--- src/long_range_timer_pkg.sv ---
// Purpose: Shared constants and types for the long-range timer/counter.
// Assumes: One 40 MHz clock; time-base period set by a named time constant.
// Notes:   Cycle counts are derived from times in ns by rounding rules.
package long_range_timer_pkg;

  // ----------------------------------------------------------------------
  // Clock and timing
  // ----------------------------------------------------------------------
  localparam int CLK_PERIOD_NS = 25;
  // Time-base period T and the width of each low-going time-base pulse.
  localparam int TB_PERIOD_NS  = 1000;
  localparam int TB_PULSE_NS   = 100;
  // Period is a least time (round up); pulse width is a least time too.
  localparam int TB_PERIOD_CYC = (TB_PERIOD_NS + CLK_PERIOD_NS - 1) / CLK_PERIOD_NS;
  localparam int TB_PULSE_CYC  = (TB_PULSE_NS + CLK_PERIOD_NS - 1) / CLK_PERIOD_NS;

  // ----------------------------------------------------------------------
  // Widths and reset values
  // ----------------------------------------------------------------------
  localparam int CNT_W   = 8;
  localparam int TBCNT_W = 6;
  localparam int SYNC_W  = 3;
  localparam logic [TBCNT_W-1:0] TB_LAST  = TBCNT_W'(TB_PERIOD_CYC - 1);
  localparam logic [TBCNT_W-1:0] TB_LOW_AT = TBCNT_W'(TB_PERIOD_CYC - TB_PULSE_CYC);
  localparam logic [CNT_W-1:0]   CNT_RST  = 8'h00;
  localparam logic [TBCNT_W-1:0] TBCNT_RST = 6'h00;
  localparam logic [SYNC_W-1:0]  SYNC_RST = 3'h0;
  localparam logic [SYNC_W-1:0]  TBSYNC_RST = 3'h7;

  // Control and counting state carried as one unit.
  typedef struct packed {
    logic               running;
    logic [CNT_W-1:0]   count;
    logic [TBCNT_W-1:0] tbCount;
  } timer_state_t;

  // Filtered levels of the three pin inputs.
  typedef struct packed {
    logic trig;
    logic rst;
    logic node;
  } pin_levels_t;

endpackage

--- src/long_range_timer_counter.sv ---
// Purpose: Long-delay timer/counter: control flip-flop, gated time-base, 8-bit counter.
// Assumes: Trigger, reset and time-base node arrive from pins; open-collector drives.
// Notes:   Node level is read back on tbNodeIn, so external clocks and clamps act too.
//          Trigger and stop act as levels, so a held trigger restarts once idle.
//
// Notes on behaviour
// Time-base, eight-stage counter, control flip-flop.
// Reset state releases all counter outputs high.
// Trigger drives timing output low 128 periods.
// Unfed-back output toggles every 128 periods.
// Output fed to reset ends monostable cycle.
// Far side pulses trigger to start, reset to stop.
// Triggers ignored while timing runs.
// Power-up without controls enters reset state.
// Trigger overrides reset when both active.
// Time-base high in reset, pulses when triggered.
// Counter advances on node falling edges.
// Clamping node low freezes the count.
// External clock on node replaces time-base.
// First stage output square wave, two periods.
// Cascade: unit output clocks next counter.
// Sequential: second unit triggered at completion.
// Astable runs from trigger until reset.
// Free-running: held trigger self-starts after power-up.
// Timing output is counter MSB, cleared on trigger.
`timescale 1ns/1ps

module long_range_timer_counter (
  input  wire logic       ref_clk,
  input  wire logic       reset,
  input  wire logic       trigPin,
  input  wire logic       resetPin,
  input  wire logic       tbEnable,
  input  wire logic       tbNodeIn,
  output logic            tbNodeOut,
  output logic            tbNodeOe,
  output logic [7:0]      counterOut,
  output logic [7:0]      counterOe
);

  // ----------------------------------------------------------------------
  // Pin synchronisers
  // ----------------------------------------------------------------------
  logic [long_range_timer_pkg::SYNC_W-1:0] trigSync_q;
  logic [long_range_timer_pkg::SYNC_W-1:0] trigSync_d;
  logic [long_range_timer_pkg::SYNC_W-1:0] rstSync_q;
  logic [long_range_timer_pkg::SYNC_W-1:0] rstSync_d;
  logic [long_range_timer_pkg::SYNC_W-1:0] nodeSync_q;
  logic [long_range_timer_pkg::SYNC_W-1:0] nodeSync_d;
  long_range_timer_pkg::pin_levels_t       lvl_q;
  long_range_timer_pkg::pin_levels_t       lvl_d;
  logic                                    tbFall;

  // Shift pins in; a level is accepted once the second and third stages agree.
  always_comb begin
    trigSync_d = {trigSync_q[1:0], trigPin};
    rstSync_d  = {rstSync_q[1:0], resetPin};
    nodeSync_d = {nodeSync_q[1:0], tbNodeIn};
    lvl_d      = lvl_q;
    if (trigSync_q[1] == trigSync_q[2]) begin
      lvl_d.trig = trigSync_q[2];
    end
    if (rstSync_q[1] == rstSync_q[2]) begin
      lvl_d.rst = rstSync_q[2];
    end
    if (nodeSync_q[1] == nodeSync_q[2]) begin
      lvl_d.node = nodeSync_q[2];
    end
  end

  // Registers of the synchronisers and filtered levels.
  // The node rests high so that leaving reset never looks like a falling edge.
  always_ff @(posedge ref_clk) begin
    if (reset) begin
      trigSync_q <= long_range_timer_pkg::SYNC_RST;
      rstSync_q  <= long_range_timer_pkg::SYNC_RST;
      nodeSync_q <= long_range_timer_pkg::TBSYNC_RST;
      lvl_q      <= '{trig: 1'b0, rst: 1'b0, node: 1'b1};
    end else begin
      trigSync_q <= trigSync_d;
      rstSync_q  <= rstSync_d;
      nodeSync_q <= nodeSync_d;
      lvl_q      <= lvl_d;
    end
  end

  // The filter's next level is used so that an edge counts one cycle sooner.
  // node falling edge
  assign tbFall = lvl_q.node & ~lvl_d.node;

  // ----------------------------------------------------------------------
  // Control flip-flop, time-base and counter
  // ----------------------------------------------------------------------
  long_range_timer_pkg::timer_state_t st_q;
  long_range_timer_pkg::timer_state_t st_d;
  logic                               startNow;
  logic                               tbOe_d;
  logic [7:0]                         cntOe_d;

  // Next state of the control flip-flop, time-base and ripple counter.
  always_comb begin
    st_d     = st_q;
    startNow = 1'b0;
    // held trigger self-starts
    // trigger beats reset
    if (lvl_q.trig) begin
      // trigger ignored while running
      if (!st_q.running) begin
        // start and clear counter
        startNow     = 1'b1;
        st_d.running = 1'b1;
        st_d.count   = long_range_timer_pkg::CNT_RST;
        st_d.tbCount = long_range_timer_pkg::TBCNT_RST;
      end
    end else if (lvl_q.rst) begin
      // reset ends the cycle
      st_d.running = 1'b0;
      st_d.count   = long_range_timer_pkg::CNT_RST;
      st_d.tbCount = long_range_timer_pkg::TBCNT_RST;
    end
    if (st_q.running && !startNow && !(lvl_q.rst && !lvl_q.trig)) begin
      // time-base runs only while timing
      if (tbEnable) begin
        if (st_q.tbCount == long_range_timer_pkg::TB_LAST) begin
          st_d.tbCount = long_range_timer_pkg::TBCNT_RST;
        end else begin
          st_d.tbCount = st_q.tbCount + 6'h01;
        end
      end
      // any falling edge on the node counts, internal or external
      if (tbFall) begin
        // wraps past full
        // bit zero toggles
        // cascade edges count
        st_d.count = st_q.count + 8'h01;
      end
    end
  end

  // Outputs released while idle; a stage sinks current while its bit is zero.
  always_comb begin
    tbOe_d  = st_d.running && tbEnable && (st_d.tbCount >= long_range_timer_pkg::TB_LOW_AT);
    // Next state is used so that each pin leaves its flip-flop in step with the count.
    // released MSB triggers followers
    // output level follows counter bits
    cntOe_d = st_d.running ? ~st_d.count : 8'h00;
  end

  // Reset brings the control flip-flop to its rest state.
  always_ff @(posedge ref_clk) begin
    if (reset) begin
      st_q       <= '{running: 1'b0, count: long_range_timer_pkg::CNT_RST,
                      tbCount: long_range_timer_pkg::TBCNT_RST};
      tbNodeOe   <= 1'b0;
      tbNodeOut  <= 1'b0;
      counterOe  <= 8'h00;
      counterOut <= 8'h00;
    end else begin
      st_q       <= st_d;
      tbNodeOe   <= tbOe_d;
      tbNodeOut  <= 1'b0;
      counterOe  <= cntOe_d;
      counterOut <= 8'h00;
    end
  end
endmodule

--- config.mk ---
export PLATFORM = sky130hd
export DESIGN_NAME = long_range_timer_counter
export DESIGN_NICKNAME = d
export VERILOG_FILES = /design/src/long_range_timer_pkg.sv /design/src/long_range_timer_counter.sv
export SDC_FILE = /design/constraint.sdc
export NUM_CORES = 1
export LEC_CHECK = 0
export ABC_AREA = 1
export BUFFER_PORTS_ARGS = -buffer_cell sky130_fd_sc_hd__buf_4
export CORE_UTILIZATION = 40
export CTS_BUF_LIST = sky130_fd_sc_hd__clkbuf_8
export DETAILED_ROUTE_END_ITERATION = 8
export RECOVER_POWER = 100
export SLEW_MARGIN = 5
export SYNTH_ARGS = -nofsm -noshare
export SYNTH_HDL_FRONTEND = slang
export SYNTH_SLANG_ARGS = --single-unit
--- constraint.sdc ---
create_clock -name ref_clk -period 1.43 [get_ports ref_clk]
set_input_delay 0 -clock ref_clk [delete_from_list [all_inputs] [get_ports ref_clk]]
set_output_delay 0 -clock ref_clk [all_outputs]
set_load 0.01 [all_outputs]
[After elaboration in Yosys (flattened, before gate mapping)]
Index checks and enable logic that the tools add are counted.
Widths: inputs -> output; s select.
Word-level totals
  register bits after elaboration: 36
  input bits: 6
  output and inout bits: 18
  word-level logic and storage cells: 41
Cells by class
  add/sub/neg operators: 2
  order comparisons: 1
  equality and inequality tests: 4
  mux-type cells: 10
  bitwise operators: 4
  reductions and logical operators: 9
Operators by type and width (count)
  $mux 15: 2
  $mux 14: 2
  $mux 6: 2
  $add 8x1->8 const B: 1
  $mux 8: 1
  $not 8->8: 1
  $add 6x1->6 const B: 1
  $eq 6x6->1 const B: 1
  $ge 6x6->1 const B: 1
  $logic_and 1x1->1: 5
  $eq 1x1->1: 3
  $logic_not 1->1: 3
  $mux 1: 3
  $not 1->1: 2
  $reduce_or 2->1: 1
  $and 1x1->1: 1

[Longest topological paths before layout]
  depth in word-level cells: 8
  gate-level depth with buffers: 10
  mapped depth without buffers: 10

[Worst setup path before layout]
No wires, ideal clock.
  path type: register to register
  from: register st_q[0] (netlist bit)
  to: register tbNodeOe
  library setup time: 112 ps
  arrival: 1106 ps
  required time: 1318 ps
  path slack: 212 ps
  cell stages (with the launch flop): 11
  buffers on the path: 0
  period minus slack after synthesis: 1218 ps
  cell sequence: dfxtp_1 ha_1 nand2_1 inv_1 nand3_1 nand2_2 nor2_1 nor2_1 nand2_1 nand2_1 nor2_1
On the way
  longest elaborated chain between the ends: 6
  elaborated cells on any way between the ends: 10
  those cells by class: 1 x add/sub; 1 x order compare; 1 x eq/ne; 6 x mux; 1 x reduce/logical
RTL lines
  start: declaration: RTL line long_range_timer_counter.sv:94  | long_range_timer_pkg::timer_state_t st_q;
  start signal: assignment: RTL line long_range_timer_counter.sv:152  | st_q <= '{running: 1'b0, count: long_range_timer_pkg::CNT_RST,
  start signal: assignment: RTL line long_range_timer_counter.sv:159  | st_q <= st_d;
  $add 6x1->6, or another cell as far along: RTL line long_range_timer_counter.sv:127  | st_d.tbCount = st_q.tbCount + 6'h01;
  $mux 6 / $mux 15 (equally long branches): RTL line long_range_timer_counter.sv:124, long_range_timer_counter.sv:106
  $mux 6: RTL line long_range_timer_counter.sv:123  | if (tbEnable) begin
  $mux 14 *: RTL line long_range_timer_counter.sv:121  | if (st_q.running && !startNow && !(lvl_q.rst && !lvl_q.trig)) begin
  $ge 6x6->1 *: RTL line long_range_timer_counter.sv:142  | tbOe_d = st_d.running && tbEnable && (st_d.tbCount >= long_range_timer_pkg::TB_LOW_AT);
  $logic_and 1x1->1 *: RTL line long_range_timer_counter.sv:142
  end signal: assignment: RTL line long_range_timer_counter.sv:160  | tbNodeOe <= tbOe_d;
  end: declaration: RTL line long_range_timer_counter.sv:36  | output logic tbNodeOe,
Every way passes the cells marked *; elsewhere a longest branch is shown, timed or not.
A chain may end at the register's enable or synchronous reset.

[Worst setup path in the final report]
Same ends and word-level chain as after synthesis.

==> summary.md <==
| Metric | Value |
|---|---|
| Critical Path RT | 1.61 ns |
| Vias per cell | between 4 and 5 |
| Met3 WL post-DR | approximately 140 um |
| Power per standard cell area | ~1100 mW/mm^2 |
| Crit-path cells | ha_2, nand2_1, inv_1, nand3_1, nand2_2, nor2_1, nor2_1, nand2_1, nand2_1, nor2_1 |
| Status | finished, final reports clean |
| Lkg Pwr | around 0.00079 uW |
| Clock Sinks | 36 |
| CORE AREA | roughly 0.0037 mm^2 |
| RePlAce Congestion | approximately 0.84 |
| First-pass GRT wire length | roughly 4400 um |
| H-tree depth | 2 |
| Met1 wire length | about 1300 um |
| Critical Path End Type | register |
| Syn Std Cell Area | around 0.0016 mm^2 |
| Crit path largest cell delay | approximately 0.36 ns |
| Fill cell count | 384 |
| GRT overflow | 0 |
| Final Hold Fails | 0 |
| Number of diodes | 0 |
| Nets@finish | roughly 230 |
| Initial cell density of the core | a little over two fifths |
| CTS tree | built |
| Worst-path maximum fanout | 5 |
| Startpoint types | register |
| Share of the synthesized area in the top cell type | 45.7% |
| Worst-Skew Late Latency | 0.28 ns |
| Seq/Total Area, Yosys | around 46% |
| Yosys top cell by area | dfxtp_1 |
| Hold path depth | 5 |
| Port bufs | 14 |
| Full die area | between 0.004 and 0.005 mm^2 |
| Row count | 22 |
| Root Buffer | clkbuf_8 |
| Antenna viol nets, final | 0 |
| HPWL after DPL | around 1700 um |
| Synth top area cells | dfxtp_1 (46%), nor2_1 (7.6%), nand2_1 (6.2%), inv_1 (5.2%), buf_4 (4.3%) |
| Clock transition at the registers of the reported paths | roughly 0.07 ns |
| Synth cell types | 30 |
| DRC Markers | 0 |
| Worst Path Arrival | around 1.5 ns |
| Unrepaired setup endpoints after global routing | no |
| Synth Instances | 200 |
| Number of cells on the worst reg-to-reg path | 10 |
| Slowest CP cell | dfxtp_2 |
| Crit path time final | roughly 1.3 ns |
| Met2 wire len | 1150 um |
| Vias in the first global route | 1025 |
| Overall routed net length | between 2000 and 3000 um |
| I/O Pins | 24 |
| Peak VDD IR | approximately 0.7 mV |
| Synth warnings | 0 |
| Initial DRC Count | a little over 90 |
| Pre-antenna DRT Iters | 4 |
| Maxcap violations | 0 |
| Max Used Layer | met4 |
| Largest net degree at the start of global routing | 24 |
| Max Freq | around 760 MHz |
| Layout cells sized above 1 | 18.9% |
| Initial antenna violation count | 0 |
| Wire per inst | between 9 and 10 um |
| Setup skew after layout | approximately 0.005 ns |
| Storage cell area | between 700 and 800 um^2 |
| Max Transition Viols Final | 0 |
| Fin crit share | 92.4% |
| TritonCTS Buffers | 5 |
| Via count | 1212 |
| Footprint of the multi-input gates | ~670 um^2 |
| Avg Inst Size Synth | a little under 8 um^2 |
| Final setup vio count | 0 |
| Worst Hold Class | input pin to register |
| GRT Resource Usage Total | about 14% |
| Die span in y | about 65 um |
| Area Overhead vs Synth | 14.7% |
| Setup TNS | 0 ns |
| Die X | between 60 and 70 um |
| Total Power | between 2000 and 2500 uW |
| Worst Path Class, Setup | register to register |
| Clock tree buffer depth | 2 |
| Yosys reg bits | 36 |
## cells in the mapped netlist (all sizes together)
library cell	instances
xor2	1
and2	1
nor3	1
a211oi	2
o22ai	3
buf	9
clkbuf	2
nand4	4
dfxtp	36
nand3b	1
ha	2
nand2	31
o21bai	1
inv	34
nand3	12
nor2	37
a21oi	11
xnor2	1
or2	2
o21ai	8
conb	1
## flip-flops by register name, indices dropped and copies added, names as in the netlist
signal / cells
counterOe: 8
st_q: 15
trigSync_q: 3
rstSync_q: 3
tbNodeOe: 1
nodeSync_q: 3
lvl_q: 3
## cell type report
cell class | instances | area share (%)
tap | 48 | 3.32
clock inverter | 1 | 1.66
inverter | 34 | 7.05
timing repair buffer | 17 | 5.60
clock buffer | 7 | 5.33
sequential | 36 | 40.0
multi-input combinational | 127 | 37.1
## report_power, final
| group | internal, uW | leakage, uW | total, uW | switching, uW |
|---|---|---|---|---|
| sequential | 1010 | 0.000293 | 1020 | 4.42 |
| clock | 615 | 0.0000645 | 958 | 343 |
| combinational | 21.4 | 0.000430 | 58.1 | 36.8 |
| total | 1650 | 0.000787 | 2030 | 384 |
## logic make-up after synthesis
| group | synth area share (%) |
|---|---|
| flops | 45.7 |
| compound gates | 10.3 |
| buf+inv | 12.8 |
| simple gates | 28.2 |
| xor+xnor | 1.11 |
| fa+ha+maj | 1.59 |
| other cells | 0.238 |
## timing repair
| action | 4_1_cts | 5_1_grt |
|---|---|---|
| hold buffers | 3 | 0 |
| resized for setup | 0 | 3 |
| endpoints found under the setup margin | 0 | 2 |
| setup buffers | 0 | 0 |
| endpoints found under the hold margin | 3 | 0 |
## worst paths after layout
| check | start | slack (ns) | end |
|---|---|---|---|
| max | st_q[0] | 0.11 | tbNodeOe |
| min | tbEnable | 0.05 | tbNodeOe |
| max reg2reg | st_q[0] | 0.11 | tbNodeOe |
| min reg2reg | rstSync_q[0] | 0.40 | rstSync_q[1] |
## metal layers
layer,up-vias,track usage [%]
met1,531,17.5
met4,0,8.89
met5,-,0
met2,29,20.6
li1,646,-
met3,6,4.93
## cells in the final DEF (no fill, tap or decap), types with 3 or more instances in the layout
| cell | Yosys | layout |
|---|---|---|
| dfxtp_1 | 36 | 34 |
| nor2_1 | 32 | 32 |
| nand2_1 | 26 | 26 |
| inv_1 | 22 | 25 |
| a21oi_1 | 11 | 11 |
| nand3_1 | 10 | 10 |
| inv_2 | 12 | 9 |
| conb_1 | 1 | 9 |
| clkbuf_1 | 2 | 9 |
| clkbuf_8 | 0 | 7 |
| o21ai_0 | 5 | 6 |
| nand4_1 | 4 | 4 |
| nand2_2 | 3 | 3 |
| dlygate4sd3_1 | 0 | 3 |
| clkbuf_4 | 0 | 3 |
## worst max-delay path, delay by kind of cell (launching register included)
kind / cells / cell delay (ns)
and+or+nand+nor: 8 / 0.56
buffers and inverters: 1 / 0.08
DFF: 1 / 0.36
adders and majority gates: 1 / 0.21
## per-stage QoR
stage	instance area [um^2]	std cells	utilization [%]	hold WS (ns)	setup WS (ns)
after floorplan	1610	208	-	0.0743	0.212
after global placement	1700	259	45.7	0.185	0.148
after detailed placement	1700	259	45.7	0.188	0.124
after CTS	1850	270	49.9	0.0448	0.0677
after global routing	1810	270	48.7	0.0588	0.00693
final	1810	270	48.7	0.0452	0.109
Power figures use the tool's default switching activity.
